[config.mk]
export PLATFORM = sky130hd
export DESIGN_NAME = pmis_slave
export DESIGN_NICKNAME = d
export VERILOG_FILES = /design/src/pmis_pkg.sv /design/src/pmis_slave.sv
export SDC_FILE = /design/constraint.sdc
export NUM_CORES = 1
export LEC_CHECK = 0
export BUFFER_PORTS_ARGS = -buffer_cell sky130_fd_sc_hd__buf_2
export CORE_MARGIN = 3
export CORE_UTILIZATION = 51
export DETAILED_ROUTE_END_ITERATION = 10
export PLACE_DENSITY = 0.89
export SYNTH_ARGS = -nofsm -noshare
export SYNTH_HDL_FRONTEND = slang
export SYNTH_SLANG_ARGS = --single-unit
[constraint.sdc]
create_clock -name CLK -period 4.05 [get_ports CLK]
set_clock_uncertainty 0.2 [all_clocks]
set_input_delay 1.0125 -clock CLK [delete_from_list [all_inputs] [get_ports CLK]]
set_output_delay 1.0125 -clock CLK [all_outputs]
set_load 0.01 [all_outputs]
[src/pmis_pkg.sv]
// pmis_pkg: constants, register map and carrier types of the power meter bus slave
// assumes a 250 MHz core clock and tri-level strap codes from an outside pad detector
package pmis_pkg;

  // ----------------------------------------------------------------
  // timing
  // ----------------------------------------------------------------
  localparam int CLK_MHZ         = 250;
  localparam int BUS_TIMEOUT_MS  = 30;
  localparam int BUS_TIMEOUT_CYC = BUS_TIMEOUT_MS * 1000 * CLK_MHZ;
  localparam int AZ_TIME_US      = 1500;
  localparam int AZ_CYC          = AZ_TIME_US * CLK_MHZ;
  localparam int DATA_SETUP_NS   = 100;
  localparam int SU_CYC          = (DATA_SETUP_NS * CLK_MHZ + 999) / 1000;
  localparam int TO_W            = 23;
  localparam int AZ_W            = 19;
  localparam int SU_W            = 6;
  localparam logic [1:0] STRAP_SETTLE = 2'h3;

  // ----------------------------------------------------------------
  // address and checksum
  // ----------------------------------------------------------------
  localparam logic [6:0] ADDR_BASE  = 7'h60;
  localparam int         STRAP_W2   = 9;
  localparam int         STRAP_W1   = 3;
  localparam logic [1:0] STRAP_LOW  = 2'h0;
  localparam logic [1:0] STRAP_FLT  = 2'h1;
  localparam logic [1:0] STRAP_HIGH = 2'h2;
  localparam logic [7:0] CRC_POLY   = 8'h07;
  localparam logic [7:0] CRC_INIT   = 8'h00;

  // ----------------------------------------------------------------
  // command codes
  // ----------------------------------------------------------------
  localparam logic [7:0] CMD_TEMP  = 8'h07;
  localparam logic [7:0] CMD_AZ    = 8'h0f;
  localparam logic [7:0] CMD_CFG   = 8'h22;
  localparam logic [7:0] CMD_LOWPASS_COMPENSATION  = 8'h23;
  localparam logic [7:0] CMD_PA    = 8'h24;
  localparam logic [7:0] CMD_VGAIN = 8'h2a;
  localparam logic [7:0] CMD_IGAIN = 8'h2b;
  localparam logic [7:0] CMD_Q     = 8'h32;
  localparam logic [7:0] CMD_SUM   = 8'h34;
  localparam logic [7:0] CMD_S     = 8'h3a;
  localparam logic [7:0] CMD_PF    = 8'h3c;
  localparam logic [7:0] CMD_P     = 8'h42;
  localparam logic [7:0] CMD_VOLTAGE_RMS_RESULT  = 8'h4a;
  localparam logic [7:0] CMD_CURRENT_RMS_RESULT  = 8'h52;
  localparam logic [7:0] CMD_AVERAGE_POWER_RESULT  = 8'h5a;
  localparam logic [7:0] CMD_POFFS = 8'h84;
  localparam logic [7:0] CMD_PGAIN = 8'h8c;
  localparam logic [7:0] CMD_IOFFS = 8'hac;
  localparam logic [7:0] CMD_IK    = 8'hb2;
  localparam logic [7:0] CMD_IGV   = 8'hba;

  // ----------------------------------------------------------------
  // fields and reset values
  // ----------------------------------------------------------------
  localparam int          PEC_BIT   = 3;
  localparam logic [15:0] CFG_RESET = 16'hf102;
  localparam logic [15:0] COEF_RST  = 16'h0000;
  localparam logic [2:0]  LEN_NARROW = 3'h2;
  localparam logic [2:0]  LEN_WIDE   = 3'h3;
  localparam logic [2:0]  LEN_AZ     = 3'h1;

  // ----------------------------------------------------------------
  // types
  // ----------------------------------------------------------------
  typedef struct packed {
    logic [15:0] processing_config;
    logic [15:0] lowpass_compensation;
    logic [15:0] phase_angle_coeff;
    logic [15:0] voltage_gain_coeff;
    logic [15:0] current_gain_coeff;
    logic [15:0] frames_per_cycle;
    logic [15:0] active_power_offset;
    logic [15:0] active_power_gain;
    logic [15:0] current_rms_offset;
    logic [15:0] current_rms_correction;
    logic [15:0] current_rms_volt_gain;
  } pmis_coef_t;

  typedef struct packed {
    logic [15:0] die_temperature_sample;
    logic [23:0] active_power_result;
    logic [23:0] reactive_power_result;
    logic [23:0] apparent_power_result;
    logic [23:0] average_power_result;
    logic [23:0] voltage_rms_result;
    logic [23:0] current_rms_result;
    logic [23:0] power_factor_result;
  } pmis_meas_t;

  typedef enum logic [2:0] {
    ST_IDLE  = 3'b000,
    ST_RXB   = 3'b001,
    ST_ACK   = 3'b011,
    ST_WAIT  = 3'b010,
    ST_TXB   = 3'b110,
    ST_TXACK = 3'b111,
    ST_IGN   = 3'b101
  } pmis_st_t;

  typedef enum logic [1:0] {
    PH_ADDR = 2'b00,
    PH_CMD  = 2'b01,
    PH_DATA = 2'b11
  } pmis_ph_t;

endpackage : pmis_pkg

[src/pmis_slave.sv]
// pmis_slave: two-wire register slave of a single-phase power meter
// assumes open-drain pads outside, measurement results and busy flag on CLK
//
// Behaviour
// reset pin is held low at least 1us; device stays reset while low.
// on reset release every register returns to its default value.
// analog supply fail holds reset; on recovery registers return to defaults.
// master rewrites all configuration and calibration after every reset.
// bytes are 8 bits, msb first, each followed by ack or nack.
// master keeps the serial clock at or below 400 kHz.
// device may hold the clock low while it prepares data.
// clock low for 30 ms resets the bus controller and frees both lines.
// three strap pins sampled after every reset form the 7-bit address.
// address is 60h plus base-3 strap digits, low 0, float 1, high 2.
// with the checksum enable bit set, sender appends a checksum byte.
// checksum is crc-8, poly 07h, init zero, over address and all bytes.
// first byte after the address is the register command code.
// two data bytes normally; three for power, rms and factor reads.
// read of a result being computed stretches clock until done or timeout.
// only the strapped address answers; no broadcast or alert response.
// any write to the autozero command starts a 1.5 ms converter reset.
// master issues autozero only during initialisation.
// results stay readable while measurement keeps running.
// power factor is 24 bits, lsb 2^-16, command 3ch.
// reset sets the four reset-status bits to 1111; master clears them.
// writes to read-only results change nothing but still complete.
`timescale 1ns/100ps
`default_nettype none

module pmis_slave #(
  parameter int TIMEOUT_CYC = pmis_pkg::BUS_TIMEOUT_CYC,
  parameter int AZ_CYCLES   = pmis_pkg::AZ_CYC
) (
  input  wire logic                 CLK,
  input  wire logic                 RESETN,
  input  wire logic                 SCL_I,
  output var  logic                 SCL_O,
  output var  logic                 SCL_OE,
  input  wire logic                 SDA_I,
  output var  logic                 SDA_O,
  output var  logic                 SDA_OE,
  input  wire logic [1:0]           ADDR_STRAP_HI,
  input  wire logic [1:0]           ADDR_STRAP_MID,
  input  wire logic [1:0]           ADDR_STRAP_LO,
  input  wire logic                 ANALOG_SUPPLY_FAIL,
  input  wire logic                 CALC_BUSY,
  input  wire pmis_pkg::pmis_meas_t MEAS,
  output var  pmis_pkg::pmis_coef_t COEF,
  output var  logic                 AUTOZERO_BUSY
);
  import pmis_pkg::*;

  // ----------------------------------------------------------------
  // parameter checks
  // ----------------------------------------------------------------
  if (TIMEOUT_CYC < 2 || TIMEOUT_CYC >= (1 << TO_W)) begin : g_bad_to
    $error("TIMEOUT_CYC out of range");
  end
  if (AZ_CYCLES < 1 || AZ_CYCLES >= (1 << AZ_W)) begin : g_bad_az
    $error("AZ_CYCLES out of range");
  end

  localparam logic [TO_W-1:0] TO_LAST = TO_W'(TIMEOUT_CYC - 1);
  localparam logic [AZ_W-1:0] AZ_LOAD = AZ_W'(AZ_CYCLES - 1);
  localparam logic [SU_W-1:0] SU_LAST = SU_W'(SU_CYC - 1);

  // ----------------------------------------------------------------
  // state
  // ----------------------------------------------------------------
  typedef struct packed {
    logic            scl_s1;
    logic            scl_s2;
    logic            scl_d;
    logic            sda_s1;
    logic            sda_s2;
    logic            sda_d;
    logic            pf_s1;
    logic            pf_s2;
    logic [5:0]      strap_s1;
    logic [5:0]      strap_s2;
    logic [1:0]      strap_cnt;
    logic            strap_done;
    logic [6:0]      dev_addr;
    pmis_st_t        st;
    pmis_ph_t        ph;
    logic [3:0]      bitcnt;
    logic [2:0]      bytecnt;
    logic [7:0]      shreg;
    logic            rw;
    logic            mack;
    logic [7:0]      cmd;
    logic [15:0]     wdata;
    logic [23:0]     rdata;
    logic [7:0]      crc;
    logic            sda_oe;
    logic            scl_oe;
    logic            line_lvl;
    logic [SU_W-1:0] su_cnt;
    logic [TO_W-1:0] to_cnt;
    logic            az_busy;
    logic [AZ_W-1:0] az_cnt;
    pmis_coef_t      coef;
  } pmis_state_t;

  localparam pmis_coef_t COEF_RESET = '{
    processing_config: CFG_RESET,
    default:           COEF_RST
  };
  localparam pmis_state_t ST_RESET = '{
    st:      ST_IDLE,
    ph:      PH_ADDR,
    coef:    COEF_RESET,
    default: '0
  };

  pmis_state_t r;
  pmis_state_t n;

  // ----------------------------------------------------------------
  // helpers
  // ----------------------------------------------------------------
  function automatic logic [7:0] crc8(input logic [7:0] c, input logic [7:0] d);
    logic [7:0] v;
    v = c;
    for (int i = 7; i >= 0; i--) begin
      if (v[7] ^ d[i]) begin
        v = {v[6:0], 1'b0} ^ CRC_POLY;
      end else begin
        v = {v[6:0], 1'b0};
      end
    end
    return v;
  endfunction : crc8

  function automatic int strap_digit(input logic [1:0] s);
    int d;
    d = 1;
    if (s == STRAP_LOW) begin
      d = 0;
    end else if (s == STRAP_HIGH) begin
      d = 2;
    end
    return d;
  endfunction : strap_digit

  function automatic logic [6:0] strap_addr(input logic [5:0] s);
    int sum;
    sum = int'(ADDR_BASE) + STRAP_W2 * strap_digit(s[5:4])
        + STRAP_W1 * strap_digit(s[3:2]) + strap_digit(s[1:0]);
    return 7'(sum);
  endfunction : strap_addr

  function automatic logic is_result(input logic [7:0] c);
    return c == CMD_P || c == CMD_Q || c == CMD_S || c == CMD_AVERAGE_POWER_RESULT
        || c == CMD_VOLTAGE_RMS_RESULT || c == CMD_CURRENT_RMS_RESULT || c == CMD_PF;
  endfunction : is_result

  function automatic logic [2:0] rd_len(input logic [7:0] c);
    return is_result(c) ? LEN_WIDE : LEN_NARROW;
  endfunction : rd_len

  function automatic logic [2:0] wr_len(input logic [7:0] c);
    return (c == CMD_AZ) ? LEN_AZ : LEN_NARROW;
  endfunction : wr_len

  function automatic logic [23:0] rd_value(input logic [7:0] c, input pmis_coef_t k,
                                           input pmis_meas_t m);
    logic [23:0] v;
    v = '0;
    unique case (c)
      CMD_TEMP:  v = {8'h00, m.die_temperature_sample};
      CMD_CFG:   v = {8'h00, k.processing_config};
      CMD_LOWPASS_COMPENSATION:  v = {8'h00, k.lowpass_compensation};
      CMD_PA:    v = {8'h00, k.phase_angle_coeff};
      CMD_VGAIN: v = {8'h00, k.voltage_gain_coeff};
      CMD_IGAIN: v = {8'h00, k.current_gain_coeff};
      CMD_SUM:   v = {8'h00, k.frames_per_cycle};
      CMD_POFFS: v = {8'h00, k.active_power_offset};
      CMD_PGAIN: v = {8'h00, k.active_power_gain};
      CMD_IOFFS: v = {8'h00, k.current_rms_offset};
      CMD_IK:    v = {8'h00, k.current_rms_correction};
      CMD_IGV:   v = {8'h00, k.current_rms_volt_gain};
      CMD_Q:     v = m.reactive_power_result;
      CMD_S:     v = m.apparent_power_result;
      CMD_PF:    v = m.power_factor_result;
      CMD_P:     v = m.active_power_result;
      CMD_VOLTAGE_RMS_RESULT:  v = m.voltage_rms_result;
      CMD_CURRENT_RMS_RESULT:  v = m.current_rms_result;
      CMD_AVERAGE_POWER_RESULT:  v = m.average_power_result;
      default:   v = '0;
    endcase
    return v;
  endfunction : rd_value

  // result codes fall to default: no store
  function automatic pmis_coef_t coef_write(input pmis_coef_t k, input logic [7:0] c,
                                            input logic [15:0] d);
    pmis_coef_t v;
    v = k;
    unique case (c)
      CMD_CFG:   v.processing_config      = d;
      CMD_LOWPASS_COMPENSATION:  v.lowpass_compensation   = d;
      CMD_PA:    v.phase_angle_coeff      = d;
      CMD_VGAIN: v.voltage_gain_coeff     = d;
      CMD_IGAIN: v.current_gain_coeff     = d;
      CMD_SUM:   v.frames_per_cycle       = d;
      CMD_POFFS: v.active_power_offset    = d;
      CMD_PGAIN: v.active_power_gain      = d;
      CMD_IOFFS: v.current_rms_offset     = d;
      CMD_IK:    v.current_rms_correction = d;
      CMD_IGV:   v.current_rms_volt_gain  = d;
      default:   v = k;
    endcase
    return v;
  endfunction : coef_write

  // ----------------------------------------------------------------
  // next state
  // ----------------------------------------------------------------
  always_comb begin
    logic        rise;
    logic        fall;
    logic        start;
    logic        stop;
    logic        pec;
    logic        ack;
    logic        nack;
    logic        commit;
    logic        do_load;
    logic [7:0]  ld_byte;
    logic [7:0]  b;
    logic [2:0]  idx;
    logic [15:0] wd_new;
    logic [23:0] val;
    rise    = r.scl_s2 & ~r.scl_d;
    fall    = ~r.scl_s2 & r.scl_d;
    start   = r.scl_s2 & r.scl_d & r.sda_d & ~r.sda_s2;
    stop    = r.scl_s2 & r.scl_d & ~r.sda_d & r.sda_s2;
    pec     = r.coef.processing_config[PEC_BIT];
    ack     = 1'b0;
    nack    = 1'b0;
    commit  = 1'b0;
    do_load = 1'b0;
    ld_byte = '0;
    b       = r.shreg;
    idx     = r.bytecnt + 3'h1;
    wd_new  = (r.bytecnt == '0) ? {8'h00, b} : {b, r.wdata[7:0]};
    val     = '0;
    n       = r;

    n.scl_s1   = SCL_I;
    n.scl_s2   = r.scl_s1;
    n.scl_d    = r.scl_s2;
    n.sda_s1   = SDA_I;
    n.sda_s2   = r.sda_s1;
    n.sda_d    = r.sda_s2;
    n.pf_s1    = ANALOG_SUPPLY_FAIL;
    n.pf_s2    = r.pf_s1;
    n.strap_s1 = {ADDR_STRAP_HI, ADDR_STRAP_MID, ADDR_STRAP_LO};
    n.strap_s2 = r.strap_s1;

    if (!r.strap_done) begin
      n.strap_cnt = r.strap_cnt + 2'h1;
      if (r.strap_cnt == STRAP_SETTLE) begin
        n.dev_addr   = strap_addr(r.strap_s2);
        n.strap_done = 1'b1;
      end
    end

    if (r.az_busy) begin
      if (r.az_cnt == '0) begin
        n.az_busy = 1'b0;
      end else begin
        n.az_cnt = r.az_cnt - 1'b1;
      end
    end

    if (r.scl_s2) begin
      n.to_cnt = '0;
    end else if (r.to_cnt != TO_LAST) begin
      n.to_cnt = r.to_cnt + 1'b1;
    end

    if (start) begin
      n.st     = ST_RXB;
      n.ph     = PH_ADDR;
      n.bitcnt = '0;
      n.sda_oe = 1'b0;
      n.scl_oe = 1'b0;
      if (r.st == ST_IDLE) begin
        n.crc = CRC_INIT;
      end
    end else if (stop) begin
      n.st     = ST_IDLE;
      n.sda_oe = 1'b0;
      n.scl_oe = 1'b0;
    end else begin
      unique case (r.st)
        ST_IDLE, ST_IGN: begin
          n.sda_oe = 1'b0;
        end
        ST_RXB: begin
          if (rise) begin
            n.shreg  = {r.shreg[6:0], r.sda_s2};
            n.bitcnt = r.bitcnt + 4'h1;
          end else if (fall && r.bitcnt == 4'h8) begin
            unique case (r.ph)
              PH_ADDR: begin
                if (r.strap_done && b[7:1] == r.dev_addr) begin
                  ack   = 1'b1;
                  n.rw  = b[0];
                  n.crc = crc8(r.crc, b);
                  if (!b[0]) begin
                    n.ph = PH_CMD;
                  end
                end else begin
                  nack = 1'b1;
                end
              end
              PH_CMD: begin
                ack       = 1'b1;
                n.cmd     = b;
                n.crc     = crc8(r.crc, b);
                n.ph      = PH_DATA;
                n.bytecnt = '0;
              end
              default: begin
                if (r.bytecnt < wr_len(r.cmd)) begin
                  ack       = 1'b1;
                  n.wdata   = wd_new;
                  n.crc     = crc8(r.crc, b);
                  n.bytecnt = idx;
                  commit    = (idx == wr_len(r.cmd)) && !pec;
                end else if (r.bytecnt == wr_len(r.cmd) && pec && b == r.crc) begin
                  ack       = 1'b1;
                  commit    = 1'b1;
                  wd_new    = r.wdata;
                  n.bytecnt = idx;
                end else begin
                  nack = 1'b1;
                end
              end
            endcase
            if (ack) begin
              n.sda_oe = 1'b1;
              n.st     = ST_ACK;
            end
            if (nack) begin
              n.st = ST_IGN;
            end
          end
        end
        ST_ACK: begin
          if (fall) begin
            n.sda_oe = 1'b0;
            n.bitcnt = '0;
            if (r.rw) begin
              n.st     = ST_WAIT;
              n.scl_oe = 1'b1;
            end else begin
              n.st = ST_RXB;
            end
          end
        end
        ST_WAIT: begin
          if (!(CALC_BUSY && is_result(r.cmd))) begin
            val       = rd_value(r.cmd, r.coef, MEAS);
            n.rdata   = val;
            n.bytecnt = '0;
            n.su_cnt  = '0;
            do_load   = 1'b1;
            ld_byte   = val[7:0];
          end
        end
        ST_TXB: begin
          if (r.scl_oe) begin
            n.su_cnt = r.su_cnt + 1'b1;
            if (r.su_cnt == SU_LAST) begin
              n.scl_oe = 1'b0;
            end
          end else if (rise) begin
            n.bitcnt = r.bitcnt + 4'h1;
          end else if (fall) begin
            if (r.bitcnt == 4'h8) begin
              n.sda_oe = 1'b0;
              n.st     = ST_TXACK;
            end else begin
              n.shreg  = {r.shreg[6:0], 1'b0};
              n.sda_oe = ~r.shreg[6];
            end
          end
        end
        ST_TXACK: begin
          if (rise) begin
            n.mack = ~r.sda_s2;
          end else if (fall) begin
            if (r.mack && idx < rd_len(r.cmd)) begin
              do_load   = 1'b1;
              ld_byte   = r.rdata[8*idx +: 8];
              n.bytecnt = idx;
            end else if (r.mack && idx == rd_len(r.cmd) && pec) begin
              do_load   = 1'b1;
              ld_byte   = r.crc;
              n.bytecnt = idx;
            end else begin
              n.st = ST_IGN;
            end
          end
        end
        default: begin
          n.st     = ST_IDLE;
          n.sda_oe = 1'b0;
          n.scl_oe = 1'b0;
        end
      endcase
    end

    if (do_load) begin
      n.shreg  = ld_byte;
      n.sda_oe = ~ld_byte[7];
      n.crc    = crc8(r.crc, ld_byte);
      n.bitcnt = '0;
      n.st     = ST_TXB;
    end

    if (commit) begin
      if (r.cmd == CMD_AZ) begin
        n.az_busy = 1'b1;
        n.az_cnt  = AZ_LOAD;
      end else begin
        n.coef = coef_write(r.coef, r.cmd, wd_new);
      end
    end

    if (!r.scl_s2 && r.to_cnt == TO_LAST) begin
      n.st     = ST_IDLE;
      n.sda_oe = 1'b0;
      n.scl_oe = 1'b0;
    end

    if (r.pf_s2) begin
      n          = ST_RESET;
      n.pf_s1    = ANALOG_SUPPLY_FAIL;
      n.pf_s2    = r.pf_s1;
      n.scl_s1   = SCL_I;
      n.scl_s2   = r.scl_s1;
      n.sda_s1   = SDA_I;
      n.sda_s2   = r.sda_s1;
      n.strap_s1 = {ADDR_STRAP_HI, ADDR_STRAP_MID, ADDR_STRAP_LO};
      n.strap_s2 = r.strap_s1;
    end
  end

  // ----------------------------------------------------------------
  // registers
  // ----------------------------------------------------------------
  always_ff @(posedge CLK or negedge RESETN) begin
    if (!RESETN) begin
      r <= ST_RESET;
    end else begin
      r <= n;
    end
  end

  // ----------------------------------------------------------------
  // outputs
  // ----------------------------------------------------------------
  always_comb begin
    SCL_O         = r.line_lvl;
    SCL_OE        = r.scl_oe;
    SDA_O         = r.line_lvl;
    SDA_OE        = r.sda_oe;
    COEF          = r.coef;
    AUTOZERO_BUSY = r.az_busy;
  end

endmodule : pmis_slave

`default_nettype wire

=== Word-level counts from Yosys, hierarchy flattened ===
Index checks and enable logic that the tools add are counted.

* Flip-flop bits (word level): 335
* Word-level logic and storage cells: 670
* Output and inout port bits: 181
* Input bits: 196

* Shift-type cells: 1
* $mul: 2
* Reduce and logical (&&, ||, !) cells: 88
* Magnitude comparators: 2
* Bitwise gates (word level): 72
* Add/sub/neg operators: 9
* Equality and inequality tests: 91
* Multiplexer cells: 364

{| class="wikitable"
|+ Operators with widths
! operator !! number
|-
| 8-bit 2-to-1 mux || 166
|-
| 24-bit case mux with 19 select lines || 1
|-
| 16-bit 2-to-1 mux || 22
|-
| 334-bit 2-to-1 mux || 1
|-
| 24-bit 2-to-1 mux || 9
|-
| 196-bit 2-to-1 mux || 1
|-
| 176-bit 2-to-1 mux || 1
|-
| 3-bit 2-to-1 mux || 53
|-
| 32-bit 2-to-1 mux || 4
|-
| 3-bit NOT || 29
|-
| 7-bit inequality test, second input constant || 12
|-
| 75-bit 2-to-1 mux || 1
|-
| 8-bit by 6-bit equality test with 1-bit output, second input constant || 9
|-
| 9-bit 2-to-1 mux || 7
|-
| 61-bit 2-to-1 mux || 1
|-
| 8-bit case mux with 2 select lines || 3
|-
| 1-bit 2-to-1 mux || 47
|-
| 23-bit 2-to-1 mux || 2
|-
| 2-bit nonzero test || 22
|-
| 8-bit equality test, second input constant || 5
|-
| 20-bit 2-to-1 mux || 2
|-
| 3-bit AND reduction || 12
|-
| 8-bit by 7-bit equality test with 1-bit output, second input constant || 4
|-
| 3-bit by 32-bit multiplier with 7-bit output, first input constant || 1
|-
| 78 further kinds || 214
|}

=== Longest topological paths before layout ===
* Word-level depth: 79
* Mapped depth: 19
* Mapped depth without buffers: 15

=== Worst setup path after synthesis ===
Ideal clock, no wire load.

* Path kind: reg-to-reg
* Start: register r[281] (netlist bit)
* End: register r[231] (netlist bit)
* Path buffers: 1
* Arrival time: 3.795 ns
* Stages on the path, launching flop included: 16
* Clock period less this slack: 4.114 ns
* Slack: -0.064 ns
* Setup time: 0.119 ns
* Required time: 3.731 ns
* Cells stage by stage: dfrtp_1 > buf_2 > and3b_1 > or2_2 > a21oi_1 > inv_1 > ha_1 > a21oi_1 > or4_1 > a211oi_1 > nor2b_1 > a222oi_1 > xor2_1 > xnor3_1 > o21ai_1 > nand2_1

* Longest elaborated chain between the ends: 31
* Elaborated cells between the ends (all ways): 83
* Those cells by class: order compare (2); eq/ne (25); mux (36); bitwise (6); reduce/logical (14)

{| class="wikitable"
|+ Ends and longest elaborated chain
! item !! RTL line !! RTL
|-
| start, declared || pmis_slave.sv:116 || <nowiki>pmis_state_t r;</nowiki>
|-
| start signal, assigned || pmis_slave.sv:461 || <nowiki>r <= n;</nowiki>
|-
| 8-bit by 7-bit equality test with 1-bit output / 8-bit by 6-bit equality test with 1-bit output (equally long branches) || pmis_slave.sv:154, pmis_slave.sv:170 ||
|-
| 1-bit logical OR (3 in a row) || pmis_slave.sv:154 || <nowiki>return c == CMD_P || c == CMD_Q || c == CMD_S || c == CMD_AVERAGE_POWER_RESULT</nowiki>
|-
| 1-bit logical OR (3 in a row) || pmis_slave.sv:155 || <nowiki>|| c == CMD_VOLTAGE_RMS_RESULT || c == CMD_CURRENT_RMS_RESULT || c == CMD_PF;</nowiki>
|-
| 1-bit 2-to-1 mux || pmis_slave.sv:159 || <nowiki>return is_result(c) ? LEN_WIDE : LEN_NARROW;</nowiki>
|-
| 3-bit by 2-bit equality test with 1-bit output || pmis_slave.sv:401 || <nowiki>end else if (r.mack && idx == rd_len(r.cmd) && pec) begin</nowiki>
|-
| 1-bit logical AND (2 in a row) || pmis_slave.sv:401 ||
|-
| 8-bit 2-to-1 mux || pmis_slave.sv:401 ||
|-
| 8-bit 2-to-1 mux || pmis_slave.sv:397 || <nowiki>if (r.mack && idx < rd_len(r.cmd)) begin</nowiki>
|-
| [... 5 more ...] || n/a ||
|-
| 1-bit bitwise XOR || pmis_slave.sv:126 || <nowiki>if (v[7] ^ d[i]) begin</nowiki>
|-
| 3-bit 2-to-1 mux || pmis_slave.sv:126 ||
|-
| 8-bit 2-to-1 mux (6 in a row) || pmis_slave.sv:418 || <nowiki>if (do_load) begin</nowiki>
|-
| 1-bit bitwise XOR || pmis_slave.sv:126 ||
|-
| 3-bit 2-to-1 mux || pmis_slave.sv:126 ||
|-
| 8-bit 2-to-1 mux || pmis_slave.sv:418 ||
|-
| 9-bit 2-to-1 mux || pmis_slave.sv:418 ||
|-
| 334-bit 2-to-1 mux || pmis_slave.sv:441 || <nowiki>if (r.pf_s2) begin</nowiki>
|}

Several ways; a longest one is shown, not always the timed one. The select of a mux whose other input is x is not followed.
A chain may end at the register's enable or synchronous reset.

=== Worst setup path in the final report ===
* Start: register r[283] (netlist bit)
* End: register r[231] (netlist bit)

Same word-level chain as after synthesis.

==> impl_metrics.ini <==
[global_routing]
grt_pass1_vias = 18300
grt_util_met2_pct = 54.20
grt_usage_pct = 33.76
top_usage_layer = met2
grt_pass1_wl_mm = 107.2
met1_usage_pct = 42.69
antenna_found_initial = 2
grt_use_met3_pct = 9.340
overflow = 0
grt_max_degree = 79

[finish]
final_area_sq_mm = 0.02262
layout.nets = 2624
drive_above_1_share_pct = 27.07
n_fill_cell = 3033
fin_cells = 2931
postLayoutCoreUtil_pct = 61.05
syn_to_final_growth_pct = 16.60
diodes = 0

[floorplan]
pin_count = 377
fp-row-count = 70
die_area_sq_mm = 0.04041
die_w_um = 201.0
core_sq_mm = 0.03705
die_height_um = 201.0
floorplan.initialDensity_pct = 52.36

[synth]
yosys.area.top_type = dfrtp_1
ys_async_sr_fraction_pct = 100.0
yosysSeqAreaShare_pct = 43.26
netlist_instances = 2172
ys_top_cells_by_count = dfrtp_1, nand2_1, o21ai_0
synth-seq-cells = 335
synth-edff-count = 0
synth_top_cell_area_share_pct = 42.44
yosys_warnings = 0
synth_area_sq_mm = 0.01940
synth_area_per_cell_sq_um = 8.931
synth_area_leaders = dfrtp_1, buf_4, nand2_1, o21ai_0, a22oi_1
ys_types = 87
yosysMostFrequentCell = dfrtp_1
ys.flop_type = dfrtp_1

[drt]
routed_wl_mm = 70.87
via_per_inst = 6.352
initialDrtViolationCount = 2302
firstDrtPassIters = 8
routedWlPerCell_um = 24.18
vias = 18620
drc = 0
ant_nets = 0

[timing]
drv_slew = 0
max_slew.worst_pin.slew_ps = 1130
rsz0062_at_grt = yes
finalSetupViolCount = 1
min_period_ps = 4078
fin_ws_ps = -27.77
fin_crit_sh_pct = 100.7
slew_headroom_pct = 24.04
fin_tns_setup_ps = -27.77
fmax_mhz = 245.2
hold_viol = 0

[critical_path]
r2r_cells = 13
worst-path-max-fanout = 30
cp.arrival_ps = 4290
start_kind = flip-flop
critical_path_class = reg2reg
cp.required_ps = 4260
crit_path_end_kind = flip-flop

[flow_run]
maxCapViolations = 0

[power]
max-vdd-ir-drop_mv = 0.2553
p_total_mw = 7.520
p_leak_nw = 10.71
power_density_mw_per_mm2 = 332.5

[run_status]
status = finished, violations left
failed_checks = setup timing

[cts]
cts-root-buf = clkbuf_16
path_clk_slew_ps = 60
numCtsBuffers = 36
cts_tree = done
insertion_delay_ps = 560
clockBufferDepth = 3
clkSinkCount = 335
htreeDepth = 2
cts-hold-fix-buffers = 0

[min_path]
hold_path.class = reg2reg
worstHoldPathCells = 0

[placed_design]
dp_cells = 2862
hpwl_mm = 52.96
dpl-instance-area_sq_mm = 0.02126
gp_congestion = 1.040
io_buffers = 374
==> logic make-up (layout without fill, tap and decap cells) <==
logic type	Yosys count	after routing	synth area share [%]
flip-flops	335	335	43.26
buffers and inverters	353	607	10.37
XOR/XNOR	78	78	3.664
AND/OR/NAND/NOR	711	711	17.77
other	1	2	0.01933
adder cells (fa/ha/maj)	29	29	1.948
multiplexers	58	58	3.148
AO/OA/AOI/OAI	607	607	19.83
==> worst paths after layout <==
check | start | end | slack [ps]
min in group asynchronous | RESETN | COEF[48]$_DFFE_PN0P_ | 260
max reg2reg | r[283]$_DFFE_PN0P_ | r[231]$_DFFE_PN0P_ | -30
max in group asynchronous | RESETN | r[315]$_DFFE_PN0P_ | 2320
min reg2reg | r[327]$_DFF_PN0_ | r[321]$_DFF_PN0_ | 150
min | r[327]$_DFF_PN0_ | r[321]$_DFF_PN0_ | 150
max | r[283]$_DFFE_PN0P_ | r[231]$_DFFE_PN0P_ | -30
==> layout make-up <==
class | instances | area, sq um | share of cell area (%)
multi-input combinational | 1485 | 9148 | 40.44
inverter | 30 | 112.6 | 0.4979
sequential | 335 | 8392 | 37.10
timing repair buffer | 511 | 3073 | 13.59
tap | 504 | 630.6 | 2.788
clock buffer | 49 | 1010 | 4.464
clock inverter | 17 | 252.7 | 1.117
==> critical path, cell delays in order (launching register included) <==
cell and delay (ps):
dfrtp_1 530, buf_4 370, nor4b_2 130, buf_12 160
and3_1 200, buf_4 220, a222oi_1 510, nand4_1 400
a21oi_1 250, buf_4 180, xnor2_1 210, xnor3_1 380
o21ai_1 120, nand2_1 70
==> registers in the layout, summed over array words and instances (netlist names) <==
name and count:
SDA_OE 1, r 156, COEF 176, AUTOZERO_BUSY 1, SCL_OE 1
==> stage by stage <==
stage	worst slack (ps)	hold slack, ps
floorplan	30.71	131.2
global placement	18.47	132.3
detailed placement	1.069	136.2
CTS	73.40	149.1
global route	-52.25	152.1
finish	-27.77	146.1
==> layout by cell type, fill, tap and decap left out, types with 17 or more instances in the layout <==
master and n:
buf_2 373, dfrtp_1 328, nand2_1 320, o21ai_0 238
buf_4 124, nor2_1 119, a21oi_1 95, a22oi_1 86
nand3_1 54, xnor2_1 39, xor2_1 36, clkbuf_16 36
mux2i_1 34, a22o_1 32, inv_1 29, ha_1 27
mux2_2 24, nand2b_1 22, and3_1 22, a222oi_1 21
nor2b_1 19, a211oi_1 19, nor3_1 17
==> power breakdown <==
group,leakage (nW),switching (mW),internal (mW)
sequential,4.61,0.0420,3.38
clock,0.618,1.43,2.09
combinational,5.49,0.359,0.211
total,10.7,1.84,5.68
==> metal layers <==
layer	up-vias	wire, um
met4	6	3990
met5	-	103
met1	8961	26390
li1	8021	-
met2	1329	31900
met3	300	8487
==> what timing repair did <==
action                                 4_1_cts  5_1_grt
setup endpoints to repair                    0       72
endpoints found under the hold margin        0        0
buffers inserted                             0        3
gates resized for setup                      0       19
(Power assumes the default switching activity.)
